**config.mk**
```make
export PLATFORM = sky130hd
export DESIGN_NAME = pmic_i2c_slave_port
export DESIGN_NICKNAME = d
export VERILOG_FILES = /design/src/rtl/pmic_i2c_pkg.sv /design/src/rtl/reg_store_if.sv /design/src/rtl/reg_store.sv /design/src/rtl/pmic_i2c_slave_port.sv
export SDC_FILE = /design/constraint.sdc
export NUM_CORES = 1
export LEC_CHECK = 0
export BUFFER_PORTS_ARGS = -buffer_cell sky130_fd_sc_hd__buf_4
export CAP_MARGIN = 20
export CELL_PAD_IN_SITES_DETAIL_PLACEMENT = 2
export CELL_PAD_IN_SITES_GLOBAL_PLACEMENT = 2
export CORE_UTILIZATION = 48
export DETAILED_ROUTE_END_ITERATION = 6
export PLACE_DENSITY = 0.86
export SLEW_MARGIN = 20
export SYNTH_ARGS = -nofsm -noshare
export SYNTH_HDL_FRONTEND = slang
export SYNTH_SLANG_ARGS = --single-unit
```
**constraint.sdc**
```tcl
create_clock -name clk -period 3.56 [get_ports clk]
set_input_delay 0.534 -clock clk [delete_from_list [all_inputs] [get_ports clk]]
set_output_delay 0.534 -clock clk [all_outputs]
set_load 0.01 [all_outputs]
```
**src/rtl/pmic_i2c_pkg.sv**
```systemverilog
// Constants, types and helpers shared by the serial slave port and its register store
// Summary of operation
// I2C slave register access, SCL to 400 kHz
// First write byte is 8-bit register address
// Power-up loads registers from stored defaults
// Supply below lockout restores all defaults
// Acknowledge only 0x90 and 0x91 addresses
// No auto-increment; one register per read
// Slave never creates START or STOP; sleep and the R10 release can move data with SCL high
// Sleep mode holds data line low
// Release data line before enabling regulators
// Release stuck data line after 10 clocks
// Host sends 10 clocks to recover bus
// Reset output low while holding system reset
// Low system bus sense enters sleep mode
// Acknowledge bytes in ninth clock, then release
// Commit write at trailing acknowledge edge only
// Refused register address: NACK, pointer unchanged
// STOP returns to wait; repeated START is START
// Synchronise and filter SCL and SDA inputs
package pmic_i2c_pkg;

  localparam int CLK_MHZ        = 100;
  localparam int SCL_MAX_KHZ    = 400;
  // Shortest SCL half period in clock cycles, rounded down
  localparam int SCL_HALF_CYC   = (CLK_MHZ * 1000) / (2 * SCL_MAX_KHZ);
  // Glitch filter length, far below the shortest half period
  localparam int FILT_LEN       = SCL_HALF_CYC / 32;
  localparam int FILT_W         = 3;

  localparam logic [7:0] DEV_ADDR_WRITE = 8'h90;
  localparam logic [7:0] DEV_ADDR_READ  = 8'h91;

  localparam int          REG_COUNT      = 40;
  localparam int          REG_AW         = 6;
  localparam logic [7:0]  REG_FIRST_OK   = 8'h02;
  localparam logic [7:0]  REG_LAST_OK    = 8'h27;
  localparam logic [7:0]  REG_POWER_GOOD = 8'h02;
  localparam logic [7:0]  REG_CHG_STATUS = 8'h0a;
  localparam logic [7:0]  REG_ADC_HI     = 8'h1f;
  localparam logic [7:0]  REG_ADC_LO     = 8'h20;
  localparam logic [7:0]  REG_DEFAULT    = 8'h00;
  localparam logic [7:0]  PTR_RESET      = 8'h02;

  localparam logic [3:0]  BITS_PER_BYTE  = 4'h8;
  localparam logic [3:0]  RECOVER_PULSES = 4'ha;

  typedef enum logic [2:0] {
    ST_WAIT,
    ST_ADDR,
    ST_CMD,
    ST_WDATA,
    ST_RDATA,
    ST_RACK
  } slaveState_t;

  function automatic logic isAllowed(input logic [7:0] a);
    return (a >= REG_FIRST_OK) && (a <= REG_LAST_OK);
  endfunction

  function automatic logic isWritable(input logic [7:0] a);
    return isAllowed(a) && (a != REG_POWER_GOOD) && (a != REG_CHG_STATUS)
           && (a != REG_ADC_HI) && (a != REG_ADC_LO);
  endfunction

endpackage

```
**src/rtl/reg_store_if.sv**
```systemverilog
// Carrier between the slave port control and its register store
`timescale 1ns/1ps
`default_nettype none
interface reg_store_if
  import pmic_i2c_pkg::*;
  ();
  logic              wrEn;
  logic [REG_AW-1:0] wrAddr;
  logic [7:0]        wrData;
  logic [REG_AW-1:0] rdAddr;
  logic [7:0]        rdData;
  logic              loading;

  modport ctrl (output wrEn, output wrAddr, output wrData, output rdAddr,
                input rdData, input loading);
  modport store (input wrEn, input wrAddr, input wrData, input rdAddr,
                 output rdData, output loading);
endinterface
`default_nettype wire

```
**src/rtl/reg_store.sv**
```systemverilog
// Register store with default reload walk and registered read data
`timescale 1ns/1ps
`default_nettype none
module reg_store
  import pmic_i2c_pkg::*;
(
  // Clock and reset
  input  wire logic   clk,
  input  wire logic   reset,
  input  wire logic   clkEn,
  // Hold the default walk at its start while high; it restores all once low
  input  wire logic   reload,
  // Port side
  reg_store_if.store  bus
);

  logic [7:0]        mem [0:REG_COUNT-1];
  logic              loading_q;
  logic [REG_AW-1:0] walk_q;
  logic [7:0]        rdData_q;

  wire walkLast = (walk_q == REG_AW'(REG_COUNT - 1));

  assign bus.loading = loading_q;
  assign bus.rdData  = rdData_q;

  // Reset and lockout both start a full walk; writes are dropped until it ends
  always_ff @(posedge clk or posedge reset) begin
    if (reset) begin
      loading_q <= 1'b1;
      walk_q    <= '0;
    end else if (clkEn) begin
      if (reload) begin
        loading_q <= 1'b1;
        walk_q    <= '0;
      end else if (loading_q) begin
        loading_q <= !walkLast;
        walk_q    <= walk_q + REG_AW'(1);
      end
    end
  end

  always_ff @(posedge clk) begin
    if (clkEn) begin
      if (loading_q) begin
        mem[walk_q] <= REG_DEFAULT;
      end else if (bus.wrEn) begin
        mem[bus.wrAddr] <= bus.wrData;
      end
    end
  end

  always_ff @(posedge clk or posedge reset) begin
    if (reset) begin
      rdData_q <= REG_DEFAULT;
    end else if (clkEn) begin
      rdData_q <= mem[bus.rdAddr];
    end
  end

endmodule
`default_nettype wire

```
**src/rtl/pmic_i2c_slave_port.sv**
```systemverilog
// Serial register slave port with sleep hold, bus recovery and reset pin
`timescale 1ns/1ps
`default_nettype none
module pmic_i2c_slave_port
  import pmic_i2c_pkg::*;
(
  // Clock, reset, enable
  input  wire logic clk,
  input  wire logic reset,
  input  wire logic clkEn,
  // Serial bus pins
  input  wire logic serialClockPin,
  input  wire logic serialDataPinIn,
  output logic      serialDataPinOut,
  output logic      serialDataPinOeN,
  // Supply monitors, high when below threshold
  input  wire logic systemBusSense,
  input  wire logic supplyLockoutThreshold,
  // System reset pin
  input  wire logic holdSystemReset,
  output logic      systemResetOut,
  output logic      systemResetOutOeN,
  // Power state
  output logic      sleepMode,
  output logic      regulatorEnable
);

  // Two-stage synchronisers for the clock, data and supply monitor pin inputs
  logic [1:0] sclSync_q;
  logic [1:0] sdaSync_q;
  logic [1:0] senseSync_q;
  logic [1:0] lockSync_q;

  reg_store_if regBus ();

  reg_store u_store (
    .clk    (clk),
    .reset  (reset),
    .clkEn  (clkEn),
    .reload (lockSync_q[1]),
    .bus    (regBus)
  );

  always_ff @(posedge clk or posedge reset) begin
    if (reset) begin
      sclSync_q <= 2'h3;
      sdaSync_q <= 2'h3;
    end else if (clkEn) begin
      sclSync_q <= {sclSync_q[0], serialClockPin};
      sdaSync_q <= {sdaSync_q[0], serialDataPinIn};
    end
  end

  // Supply monitors are slow levels; two stages are enough
  always_ff @(posedge clk or posedge reset) begin
    if (reset) begin
      senseSync_q <= 2'h0;
      lockSync_q  <= 2'h0;
    end else if (clkEn) begin
      senseSync_q <= {senseSync_q[0], systemBusSense};
      lockSync_q  <= {lockSync_q[0], supplyLockoutThreshold};
    end
  end

  // Filter: a level must hold FILT_LEN cycles before it is believed
  logic              sclFilt_q;
  logic              sdaFilt_q;
  logic [FILT_W-1:0] sclCnt_q;
  logic [FILT_W-1:0] sdaCnt_q;
  logic              sclPrev_q;
  logic              sdaPrev_q;

  wire sclDiff = (sclSync_q[1] != sclFilt_q);
  wire sdaDiff = (sdaSync_q[1] != sdaFilt_q);
  wire sclFlip = sclDiff && (sclCnt_q == FILT_W'(FILT_LEN - 1));
  wire sdaFlip = sdaDiff && (sdaCnt_q == FILT_W'(FILT_LEN - 1));

  always_ff @(posedge clk or posedge reset) begin
    if (reset) begin
      sclFilt_q <= 1'b1;
      sclCnt_q  <= '0;
      sclPrev_q <= 1'b1;
    end else if (clkEn) begin
      sclCnt_q  <= (sclDiff && !sclFlip) ? sclCnt_q + FILT_W'(1) : '0;
      sclFilt_q <= sclFlip ? sclSync_q[1] : sclFilt_q;
      sclPrev_q <= sclFilt_q;
    end
  end

  always_ff @(posedge clk or posedge reset) begin
    if (reset) begin
      sdaFilt_q <= 1'b1;
      sdaCnt_q  <= '0;
      sdaPrev_q <= 1'b1;
    end else if (clkEn) begin
      sdaCnt_q  <= (sdaDiff && !sdaFlip) ? sdaCnt_q + FILT_W'(1) : '0;
      sdaFilt_q <= sdaFlip ? sdaSync_q[1] : sdaFilt_q;
      sdaPrev_q <= sdaFilt_q;
    end
  end

  // Bus events
  wire sclRise  = sclFilt_q && !sclPrev_q;
  wire sclFall  = !sclFilt_q && sclPrev_q;
  wire startSeen = sclFilt_q && sclPrev_q && !sdaFilt_q && sdaPrev_q;
  wire stopSeen  = sclFilt_q && sclPrev_q && sdaFilt_q && !sdaPrev_q;

  // Slave state
  slaveState_t state_q;
  logic [3:0]  bitCnt_q;
  logic [7:0]  rxShift_q;
  logic [7:0]  txShift_q;
  logic        ackPhase_q;
  logic        sdaDrive_q;
  logic        pendWr_q;
  logic [7:0]  wrData_q;
  logic [7:0]  ptr_q;
  logic [3:0]  recCnt_q;
  logic        wrEn_q;

  wire byteDone   = (bitCnt_q == BITS_PER_BYTE);
  wire isWriteAdr = (rxShift_q == DEV_ADDR_WRITE);
  wire isReadAdr  = (rxShift_q == DEV_ADDR_READ);
  wire cmdOk      = isAllowed(rxShift_q);
  wire dataOk     = isWritable(ptr_q);
  wire recovered  = (recCnt_q == RECOVER_PULSES);
  wire inByte     = (state_q == ST_ADDR) || (state_q == ST_CMD) || (state_q == ST_WDATA);

  assign regBus.rdAddr = ptr_q[REG_AW-1:0];
  assign regBus.wrAddr = ptr_q[REG_AW-1:0];
  assign regBus.wrData = wrData_q;
  assign regBus.wrEn   = wrEn_q;

  always_ff @(posedge clk or posedge reset) begin
    if (reset) begin
      state_q    <= ST_WAIT;
      bitCnt_q   <= '0;
      rxShift_q  <= '0;
      txShift_q  <= '0;
      ackPhase_q <= 1'b0;
      sdaDrive_q <= 1'b0;
      pendWr_q   <= 1'b0;
      wrData_q   <= '0;
      ptr_q      <= PTR_RESET;
      recCnt_q   <= '0;
      wrEn_q     <= 1'b0;
    end else if (clkEn) begin
      wrEn_q <= 1'b0;
      if (lockSync_q[1]) begin
        ptr_q <= PTR_RESET;
      end
      if (startSeen) begin
        // START and repeated START both restart address reception
        state_q    <= ST_ADDR;
        bitCnt_q   <= '0;
        ackPhase_q <= 1'b0;
        sdaDrive_q <= 1'b0;
        pendWr_q   <= 1'b0;
        recCnt_q   <= '0;
      end else if (stopSeen) begin
        state_q    <= ST_WAIT;
        ackPhase_q <= 1'b0;
        sdaDrive_q <= 1'b0;
        pendWr_q   <= 1'b0;
        recCnt_q   <= '0;
      end else if ((state_q != ST_WAIT) || ackPhase_q) begin
        if (sclRise && sdaDrive_q) begin
          recCnt_q <= recCnt_q + 4'h1;
        end
        if (recovered) begin
          // Host clocked long enough: give the data line back
          state_q    <= ST_WAIT;
          sdaDrive_q <= 1'b0;
          ackPhase_q <= 1'b0;
          pendWr_q   <= 1'b0;
          recCnt_q   <= '0;
        end else if (sclRise && !ackPhase_q) begin
          if (inByte) begin
            rxShift_q <= {rxShift_q[6:0], sdaFilt_q};
            bitCnt_q  <= bitCnt_q + 4'h1;
          end else if (state_q == ST_RDATA) begin
            bitCnt_q  <= bitCnt_q + 4'h1;
          end else if (state_q == ST_RACK) begin
            // Host ack or nack alike: no further byte is offered
            state_q   <= ST_WAIT;
          end
        end else if (sclFall) begin
          if (ackPhase_q) begin
            // Trailing edge of the ack clock
            ackPhase_q <= 1'b0;
            bitCnt_q   <= '0;
            recCnt_q   <= '0;
            if (pendWr_q) begin
              wrEn_q   <= !regBus.loading;
              pendWr_q <= 1'b0;
            end
            if (state_q == ST_RDATA) begin
              txShift_q  <= {regBus.rdData[6:0], 1'b1};
              sdaDrive_q <= !regBus.rdData[7];
            end else begin
              sdaDrive_q <= 1'b0;
            end
          end else if (inByte && byteDone) begin
            bitCnt_q <= '0;
            case (state_q)
              ST_ADDR: begin
                if (isWriteAdr || isReadAdr) begin
                  ackPhase_q <= 1'b1;
                  sdaDrive_q <= 1'b1;
                  state_q    <= isReadAdr ? ST_RDATA : ST_CMD;
                end else begin
                  state_q    <= ST_WAIT;
                end
              end
              ST_CMD: begin
                if (cmdOk) begin
                  ptr_q      <= rxShift_q;
                  ackPhase_q <= 1'b1;
                  sdaDrive_q <= 1'b1;
                  state_q    <= ST_WDATA;
                end else begin
                  state_q    <= ST_WAIT;
                end
              end
              ST_WDATA: begin
                if (dataOk) begin
                  wrData_q   <= rxShift_q;
                  pendWr_q   <= 1'b1;
                  ackPhase_q <= 1'b1;
                  sdaDrive_q <= 1'b1;
                end
                state_q <= ST_WAIT;
              end
              default: begin
                state_q <= ST_WAIT;
              end
            endcase
          end else if (state_q == ST_RDATA) begin
            if (byteDone) begin
              sdaDrive_q <= 1'b0;
              state_q    <= ST_RACK;
            end else begin
              sdaDrive_q <= !txShift_q[7];
              txShift_q  <= {txShift_q[6:0], 1'b1};
            end
          end
        end
      end
    end
  end

  // A write is decided before WAIT so the ack still runs; keep the ack alive there
  wire portDrive = sdaDrive_q && ((state_q != ST_WAIT) || ackPhase_q);

  // Ack of a final data byte is also held low by this small tail while in WAIT
  logic tailAck_q;
  always_ff @(posedge clk or posedge reset) begin
    if (reset) begin
      tailAck_q <= 1'b0;
    end else if (clkEn) begin
      tailAck_q <= ackPhase_q && (state_q == ST_WAIT) && !sclFall && !startSeen && !stopSeen;
    end
  end

  // Sleep, regulator and reset pin control
  logic sleep_q;
  logic regEn_q;
  logic rstDrive_q;

  always_ff @(posedge clk or posedge reset) begin
    if (reset) begin
      sleep_q <= 1'b0;
    end else if (clkEn) begin
      sleep_q <= senseSync_q[1];
    end
  end

  // Enable follows the release by a cycle so the line is already free
  always_ff @(posedge clk or posedge reset) begin
    if (reset) begin
      regEn_q <= 1'b0;
    end else if (clkEn) begin
      regEn_q <= !sleep_q && !senseSync_q[1];
    end
  end

  always_ff @(posedge clk or posedge reset) begin
    if (reset) begin
      rstDrive_q <= 1'b1;
    end else if (clkEn) begin
      rstDrive_q <= holdSystemReset;
    end
  end

  // Open drain: only ever pulls low, yet sleep and the R10 release can still make a START or STOP
  assign serialDataPinOut  = 1'b0;
  assign serialDataPinOeN  = !(sleep_q || portDrive || tailAck_q);
  assign systemResetOut    = 1'b0;
  assign systemResetOutOeN = !rstDrive_q;
  assign sleepMode         = sleep_q;
  assign regulatorEnable   = regEn_q;

endmodule
`default_nettype wire

```
==> out/results.txt, run 1 <==
Status: finished, final reports clean
Chip width: 189 um
CP startpoint kind: flip-flop
Starting Density: 48.7%
Post-Route Utilization: 54.5%
Clock share of power: 39.0%
Sinks on Clock Net: 404
Worst EP arrival: 3280 ps
Overflow after GRT: 0
Synthesized area per cell: 16.5 sq um
Async SR Flop Fraction: 20.8%
Most common cell after layout, fill and taps aside: edfxtp_1
Worst-path maximum fanout: 17
Commonest cells after routing, fill and taps aside: 320 x edfxtp_1, 84 x nor2_1, 72 x mux4_2, 72 x dfrtp_1, 58 x nand2_1
Routed WL: 48,600 um
Pwr/cell area: 579 nW/um^2
Row count: 68
Fin nets: 1,072
P_int: 8.08 mW
Hold buffers post-CTS: 0
RSZ-0062 raised after global routing: false
DRC errors left: 0
Die area: 35,700 sq um
IO buf count: 11
H-tree levels: 2
Ys Warns: 0
Leakage: 6.73 nW
Post-synth cell types: 68
Worst setup EP type: flip-flop
Clock period minus worst slack: 3110 ps
Worst vdd ir: 0.478 mV
Final worst clock skew: 23.7 ps
MaxCap Viol Count: 0
Final Hold Viols: 0
# setup viols final: 0
FMAX: 322 MHz
Post-synth EDFFs: 320
Worst Setup SP: ptr_q[0]
CTS Buf Count: 42
Final Cycle Share: 87.2%
Synth Register Bits: 404
I/O pin cnt: 14
Worst slew pin tran: 971 ps
Setup CP Type: reg2reg
Post-Syn Instances: 1,016
GRT Resource Usage Total: 28.2%
CTS tree: yes
Register area share after synthesis: 69.9%
Clock Tree Buf Depth: 3
HPWL after DPL: 31,200 um
Final hold slack: 134 ps
CP required: 3740 ps
Gate power share: 9.2%
Clk slew on worst S/H paths: 70 ps
Psw: 2.80 mW
Top_reg_cell synth: edfxtp_1
Die Height: 189 um
Core box area: 34,500 sq um
Layout cell share with drive strength beyond 1: 22.4%
Routability Congestion: 0.798
Avg Vias per Cell: 6.28
Clk Latency, worst-skew pair: 570 ps
Post-DR wirelength/cell: 31.5 um
Iter 0 DRT Violations: 761
Routed Antenna Nets: 0
Vias in the first global route: 10.7k
First-pass GRT wire length: 72,400 um
Switch share: 25.7%
First-pass DRT Iterations: 5
Crit Reg-Reg Startpoint: ptr_q[0]
Part of the power in registers: 51.8%
Setup Buffers After CTS: 0
Post_cts resized: 0
Tightest Hold Check Type: in2async
Final Slew Violations: 0
Setup tns final: 0 ps
Largest net degree at the start of global routing: 57
Worst slew margin: 35.1%
Power Total: 10.9 mW
Root buffer cell: clkbuf_16
Vias post-DR: 9,687
Synthesized cell area: 16,800 sq um
Layout area overhead: 12.0%
Initial antenna violation count: 3
-- logic make-up (layout without fill, tap and decap cells) --
logic type,Yosys count,count (layout),synth area share [%]
flops,404,404,69.9
mux,155,155,14.9
xor+xnor,8,8,0.418
compound gates,129,129,5.33
fa+ha+maj,9,9,0.672
simple gates,237,237,6.81
other cells,1,4,0.0224
buf+inv,73,141,1.90
-- path summary, 6_finish.rpt --
check / slack, ps / end / cells after the start
max: 450 / u_store.mem[30][4] / 4
min: 130 / sclCnt_q[0] / 2
max reg2reg: 450 / u_store.mem[30][4] / 4
min reg2reg: 500 / rstDrive_q / 2
max in group asynchronous: 2600 / sdaPrev_q / 3
min in group clk: 200 / sclSync_q[0] / 2
-- per-layer routing --
| layer | up-vias | part of all wire, % | track usage (%) |
|---|---|---|---|
| li1 | 4046 | - | - |
| met1 | 5188 | 39 | 34.6 |
| met2 | 351 | 53 | 50.0 |
| met3 | 102 | 5.1 | 4.89 |
| met4 | 0 | 3.3 | 10.1 |
| met5 | - | 0 | 0 |
-- synthesized netlist by cell type, drive strengths merged (13+ instances only) --
cell    number  share of area (%)
inv         17               0.38
o21ai       29               0.89
dfrtp       73                 11
nor3        13               0.39
nand3       13               0.39
mux2i       43                2.6
a21oi       19               0.57
mux2        40                2.7
nand2       58                1.3
edfxtp     320                 57
a22oi       18               0.81
buf         33               0.99
mux4        72                9.7
nor2        84                1.9
clkbuf      23               0.52
-- critical path: stages (launching register included) --
cell,delay (ps)
dfrtp_4,620
or3_1,420
a21oi_1,410
nand2_1,390
nor2_1,850
-- sequential cells by signal, summed over array words and instances, names as in the netlist, 4 cells and up --
| signal | cells |
|---|---|
| u_store.mem | 320 |
| ptr_q | 8 |
| regBus.wrData | 8 |
| rxShift_q | 8 |
| txShift_q | 8 |
| u_store.bus.rdData | 8 |
| u_store.walk_q | 6 |
| bitCnt_q | 4 |
| recCnt_q | 4 |
-- through the flow --
step	area [sq um]	setup WS [ps]	std cells
floorplan	16800	879	1017
global placement	17500	752	1466
global route	18800	401	1540
detailed placement	17500	540	1466
finish	18800	454	1542
CTS	18800	508	1540
-- power by group through the flow --
| stage | clock network, mW | logic (mW) | registers [mW] |
|---|---|---|---|
| floorplan | 0 | 0.754 | 5.56 |
| global placement | 0 | 0.893 | 5.68 |
| detailed placement | 0 | 0.977 | 5.72 |
| CTS | 4.30 | 1.00 | 5.63 |
| global route | 4.44 | 1.09 | 5.66 |
| finish | 4.24 | 1.00 | 5.64 |
-- area by class of cell --
cell class	count	area, sq um
antenna	2	5.00
clock buffer	47	1090
clock inverter	27	203
fill	2993	15700
inverter	17	65.1
multi-input combinational	540	4730
sequential	404	11700
tap	455	569
timing repair buffer	50	388
Power figures use the tool's default switching activity.
==> inputs of run 2 (changes only) <==
Settings changed: BUFFER_PORTS_ARGS -buffer_cell sky130_fd_sc_hd__buf_4 to -buffer_cell sky130_fd_sc_hd__buf_2, PLACE_DENSITY 0.86 to unset, PLACE_DENSITY_LB_ADDON set to 0.1.
==> run 2 against run 1 <==
  * Combinational power barely moved
  * Critical path depth did not move
  * Via count fell by 0.66%
  * Non-clock buffer count rose by 12
  * Die area did not move
  * Sequential power barely moved
  * Maximum frequency rose by 1.2%
  * Worst setup slack improved by 36 ps
  * Total power rose by 3.7%
  * Highest routed layer unchanged
==> out/results.txt, run 2 (synthesis results as in run 1) <==
Leakage: 6.87 nW (was 6.73 nW)
R2r endpoint: u_store.mem[0][1] (was u_store.mem[30][4])
Clock Tree Buf Depth: 3 (unchanged)
Met2 wire length: 24,300 um (was 25,500 um)
Final worst clock skew: 36.5 ps (was 23.7 ps)
Worst vdd ir: 0.726 mV (was 0.478 mV)
Die Height: 189 um (unchanged)
Highest routed metal layer: met4 (unchanged)
Vias in the first global route: 10.5k (was 10.7k)
Row count: 68 (unchanged)
Clk Latency, worst-skew pair: 580 ps (was 570 ps)
Routability Congestion: 0.817 (was 0.798)
CP required: 3740 ps (about the same)
Layout cell share with drive strength beyond 1: 23.2% (was 22.4%)
Post-DR wirelength/cell: 30.5 um (was 31.5 um)
R2r worst-path depth: 4 (unchanged)
Routed Antenna Nets: 0 (unchanged)
CTS Buf Count: 43 (was 42)
CP max stage cell: nor2_1 (unchanged)
Avg Vias per Cell: 6.18 (was 6.28)
FMAX: 326 MHz (was 322 MHz)
Clk slew on worst S/H paths: 70 ps (about the same)
Starting Density: 48.7% (unchanged)
H-tree levels: 2 (unchanged)
Setup Buffers After CTS: 0 (unchanged)
IO buf count: 11 (unchanged)
Largest reg by FF count: u_store.mem (unchanged)
Fin nets: 1,085 (was 1,072)
Worst slew pin tran: 946 ps (was 971 ps)
Setup tns final: 0 ps (unchanged)
Worst Setup SP: ptr_q[0] (unchanged)
Sinks on Clock Net: 404 (unchanged)
CTS tree: yes (unchanged)
Post_cts resized: 0 (unchanged)
I/O pin cnt: 14 (unchanged)
Worst slew margin: 36.3% (was 35.1%)
Worst setup EP type: flip-flop (unchanged)
Status: finished, final reports clean (unchanged)
Worst EP arrival: 3250 ps (was 3280 ps)
First-pass DRT Iterations: 6 (was 5)
# setup viols final: 0 (unchanged)
Final Cycle Share: 86.2% (was 87.2%)
Reg2reg setup slack: 490 ps (was 450 ps)
Crit path cell chain: or3_1 > a21oi_1 > nand2_1 > nor2_1 (unchanged)
Most common cell after layout, fill and taps aside: edfxtp_1 (unchanged)
Final Slew Violations: 0 (unchanged)
Largest net degree at the start of global routing: 58 (was 57)
Setup CP Type: reg2reg (unchanged)
HPWL after DPL: 29,600 um (was 31,200 um)
Wl on met1: 19,700 um (was 19,000 um)
Slowest stage delay, CP: 750 ps (was 850 ps)
Antenna cells: 0 (was 2)
Pwr/cell area: 593 nW/um^2 (was 579 nW/um^2)
Hold buffers post-CTS: 0 (unchanged)
Clock period minus worst slack: 3070 ps (was 3110 ps)
Crit Reg-Reg Startpoint: ptr_q[0] (unchanged)
Layout area overhead: 13.5% (was 12.0%)
GRT Resource Usage Total: 27.3% (was 28.2%)
Chip width: 189 um (unchanged)
Vias post-DR: 9,623 (was 9,687)
WL met3: 1950 um (was 2490 um)
Overflow after GRT: 0 (unchanged)
MaxCap Viol Count: 0 (unchanged)
Worst-path maximum fanout: 28 (was 17)
RSZ-0062 raised after global routing: false (unchanged)
Max reg flops: 320 (unchanged)
CP startpoint kind: flip-flop (unchanged)
Final Hold Viols: 0 (unchanged)
Finished Cell Area: 19,000 sq um (was 18,800 sq um)
Initial antenna violation count: 0 (was 3)
DRC errors left: 0 (unchanged)
Iter 0 DRT Violations: 679 (was 761)
DP Area: 17,600 sq um (was 17,500 sq um)
Die area: 35,700 sq um (unchanged)
Tightest Hold Check Type: in2async (unchanged)
First-pass GRT wire length: 70,600 um (was 72,400 um)
Routed WL: 47,500 um (was 48,600 um)
Core box area: 34,500 sq um (unchanged)
Commonest cells after routing, fill and taps aside: 320 x edfxtp_1, 84 x nor2_1, 72 x mux4_2, 71 x dfrtp_1, 58 x nand2_1 (was 320 x edfxtp_1, 84 x nor2_1, 72 x mux4_2, 72 x dfrtp_1, 58 x nand2_1)
Root buffer cell: clkbuf_16 (unchanged)
==> run 2: changes by cell type in the layout (fill, tap and decap cells not counted), sizes merged <==
cell      previous run  this run
clkinvlp             3         1
diode                2         0
clkbuf              47        54
inv                 16        18
bufinv               2         7
buf                 50        62
clkinv              23        17
==> run 2: final cells by class <==
cell class                 instances  area [sq um]
clock buffer                      54          1130
clock inverter                    26           339
fill                            2990         15400
inverter                          17          65.1
multi-input combinational        540          4730
sequential                       404         11700
tap                              455           569
timing repair buffer              62           463
==> run 2: per-layer routing <==
metal | vias up | GRT usage, %
met5 | - | 0
met4 | 0 | 9.06
met3 | 91 | 3.89
met2 | 246 | 47.0
met1 | 5204 | 35.8
li1 | 4082 | -
==> run 2: stage by stage <==
stage / utilization (%) / cells / power [mW] / hold WS (ps) / worst slack, ps
2_1_floorplan: - / 1017 / 6.32 / 439 / 879
3_3_place_gp: 51.0 / 1478 / 6.61 / 461 / 620
5_1_grt: 55.2 / 1558 / 11.6 / 137 / 350
6_report: 55.2 / 1558 / 11.3 / 82.5 / 490
3_5_place_dp: 51.0 / 1478 / 6.68 / 460 / 500
4_1_cts: 55.2 / 1558 / 11.4 / 105 / 521
==> run 2: report_power, final <==
part | internal [mW] | total [mW] | switching, mW
sequential | 5.34 | 5.63 | 0.296
combinational | 0.389 | 0.974 | 0.585
clock | 2.77 | 4.68 | 1.90
total | 8.50 | 11.3 | 2.78
==> run 2: how the worst max path moves through the flow <==
stage | end | slack [ps] | cells after the start
floorplan | ackPhase_q | 880 | 1
global placement | u_store.mem[8][1] | 620 | 4
detailed placement | u_store.mem[0][7] | 500 | 6
CTS | u_store.mem[0][2] | 520 | 4
global route | u_store.mem[8][0] | 350 | 4
finish | u_store.mem[0][1] | 490 | 4
==> run 2: critical path, delay by kind of cell (launching register included) <==
| family | cells | cell delay [ps] |
|---|---|---|
| AO/OA/AOI/OAI | 1 | 410 |
| flip-flops | 1 | 690 |
| AND/OR/NAND/NOR | 3 | 1590 |
==> inputs of run 3 (changes only) <==
Settings changed: CORE_UTILIZATION 48 to 50.
Clock period 3.56 ns to 3.7 ns, I/O delays scaled along.
==> run 3 against run 2 <==
  * Clock power decreased by 3%
  * Total power decreased by 2.6%
  * Flip-flop and latch count unchanged
  * Design area decreased by 0.14%
==> out/results.txt, run 3 (synthesis results as in run 1) <==
Status: finished, final reports clean (unchanged)
CTS Buf Count: 42 (was 43)
HPWL after DPL: 31,300 um (was 29,600 um)
Hold buffers post-CTS: 0 (unchanged)
Core box area: 32,800 sq um (was 34,500 sq um)
Commonest cells after routing, fill and taps aside: 320 x edfxtp_1, 83 x nor2_1, 72 x mux4_2, 71 x dfrtp_1, 58 x nand2_1 (was 320 x edfxtp_1, 84 x nor2_1, 72 x mux4_2, 71 x dfrtp_1, 58 x nand2_1)
Clk Latency, worst-skew pair: 560 ps (was 580 ps)
R2r endpoint: u_store.mem[12][0] (was u_store.mem[0][1])
Iter 0 DRT Violations: 852 (was 679)
Die Height: 185 um (was 189 um)
Avg Vias per Cell: 6.46 (was 6.18)
Overflow after GRT: 0 (unchanged)
Initial antenna violation count: 0 (unchanged)
Vias post-DR: 9,953 (was 9,623)
Clock period minus worst slack: 3150 ps (was 3070 ps)
Starting Density: 51.1% (was 48.7%)
Chip width: 185 um (was 189 um)
RSZ-0062 raised after global routing: false (unchanged)
Worst slew margin: 35.3% (was 36.3%)
Critical Path Stages: 4 (unchanged)
Crit path buffers/inverters: 0 (unchanged)
Leakage: 6.86 nW (was 6.87 nW)
Vias in the first global route: 11.0k (was 10.5k)
Routed WL: 50,800 um (was 47,500 um)
Routability Congestion: 0.815 (was 0.817)
Top Family by Delay on Critical Path: simple AND/OR/NAND/NOR gates (unchanged)
MaxCap Viol Count: 0 (unchanged)
Worst EP arrival: 3320 ps (was 3250 ps)
Setup tns final: 0 ps (unchanged)
Finished Cell Area: 19,000 sq um (about the same)
Crit Reg-Reg Startpoint: u_store.bus.loading (was ptr_q[0])
Post-DR wirelength/cell: 32.9 um (was 30.5 um)
Worst Setup SP: u_store.bus.loading (was ptr_q[0])
Crit path cell chain: nand3b_1 > mux2i_1 > nand2_1 > nor2_1 (was or3_1 > a21oi_1 > nand2_1 > nor2_1)
Root buffer cell: clkbuf_16 (unchanged)
Worst vdd ir: 0.421 mV (was 0.726 mV)
Sinks on Clock Net: 404 (unchanged)
Critical path endpoint: u_store.mem[12][0] (was u_store.mem[0][1])
First-pass DRT Iterations: 5 (was 6)
CP startpoint kind: flip-flop (unchanged)
Largest reg by FF count: u_store.mem (unchanged)
Tightest Hold Check Type: in2async (unchanged)
Final Cycle Share: 85.0% (was 86.2%)
CP max stage cell: nor2_1 (unchanged)
R2r worst-path depth: 4 (unchanged)
GRT Resource Usage Total: 31.1% (was 27.3%)
Reg2reg setup slack: 550 ps (was 490 ps)
Post_cts resized: 0 (unchanged)
Worst setup EP type: flip-flop (unchanged)
Clk slew on worst S/H paths: 60 ps (was 70 ps)
Final Slew Violations: 0 (unchanged)
First-pass GRT wire length: 75,300 um (was 70,600 um)
Setup CP Type: reg2reg (unchanged)
Worst slew pin tran: 967 ps (was 946 ps)
Setup Buffers After CTS: 0 (unchanged)
Routed Antenna Nets: 0 (unchanged)
Row count: 66 (was 68)
Multi-input gate area: 4730 sq um (about the same)
DRC errors left: 0 (unchanged)
Fillers: 2,753 (was 2,990)
Clock Tree Buf Depth: 3 (unchanged)
Die area: 34,300 sq um (was 35,700 sq um)
Largest net degree at the start of global routing: 55 (was 58)
Layout cell share with drive strength beyond 1: 24.1% (was 23.2%)
Max reg flops: 320 (unchanged)
CTS tree: yes (unchanged)
CP required: 3880 ps (was 3740 ps)
Layout area overhead: 13.3% (was 13.5%)
Final worst clock skew: 18.3 ps (was 36.5 ps)
# setup viols final: 0 (unchanged)
IO buf count: 11 (unchanged)
I/O pin cnt: 14 (unchanged)
Antenna cells: 0 (unchanged)
Slowest stage delay, CP: 860 ps (was 750 ps)
DP Area: 17,500 sq um (was 17,600 sq um)
H-tree levels: 2 (unchanged)
Fin nets: 1,083 (was 1,085)
Register Area: 11,700 sq um (unchanged)
Pwr/cell area: 579 nW/um^2 (was 593 nW/um^2)
FMAX: 318 MHz (was 326 MHz)
Final Hold Viols: 0 (unchanged)
Most common cell after layout, fill and taps aside: edfxtp_1 (unchanged)
Worst-path maximum fanout: 14 (was 28)
==> run 3: changes by cell type in the layout (fill, tap and decap cells not counted), sizes merged <==
cell      delta
clkbuf       -4
clkinv       -2
clkinvlp     +3
buf          -1
==> run 3: how the worst min path moves through the flow <==
stage / startpoint / end / slack, ps / cells past startpoint
4_1_cts: reset / u_store.bus.rdData[2] / 210 / 2
6_report: reset / sdaCnt_q[0] / 160 / 2
5_1_grt: reset / sdaCnt_q[0] / 210 / 2
3_5_place_dp: rstDrive_q / rstDrive_q / 480 / 2
3_3_place_gp: txShift_q[0] / txShift_q[0] / 460 / 1
2_1_floorplan: txShift_q[0] / txShift_q[0] / 440 / 1
==> run 3: stage by stage <==
step	total power [mW]	hold slack (ps)	std cells	setup WS [ps]	util (%)
global placement	6.40	455	1464	719	53.5
detailed placement	6.47	479	1464	533	53.5
global route	11.3	214	1541	458	58.0
finish	11.0	163	1541	554	58.0
CTS	11.0	208	1541	586	57.9
floorplan	6.08	439	1017	998	-
==> run 3: where the power goes <==
group	leakage, nW	switching (mW)	internal, mW	total (mW)
Sequential	4.22	0.304	5.13	5.44
Combinational	1.92	0.614	0.393	1.01
Clock	0.708	1.89	2.66	4.55
==> run 3: worst reg2reg max path: cells and delay by family (launching register included) <==
family           cells  cell delay (ps)
muxes                1              430
DFF                  1              670
and+or+nand+nor      3             1670
==> run 3: area by class of cell <==
class	count	share of cell area [%]
Clock buffer	50	5.85
Sequential cell	404	61.8
Multi-Input combinational cell	540	24.9
Timing Repair Buffer	61	2.46
Clock inverter	27	1.77
Inverter	17	0.342
Tap cell	442	2.91
==> run 3: metal layers <==
metal  wire (um)  GRT usage [%]  vias to the layer above
li1            -              -                     4068
met5           0              0                        -
met1       20400           40.5                     5423
met2       26000           53.3                      351
met4        1710           10.2                        0
met3        2630           4.84                      111
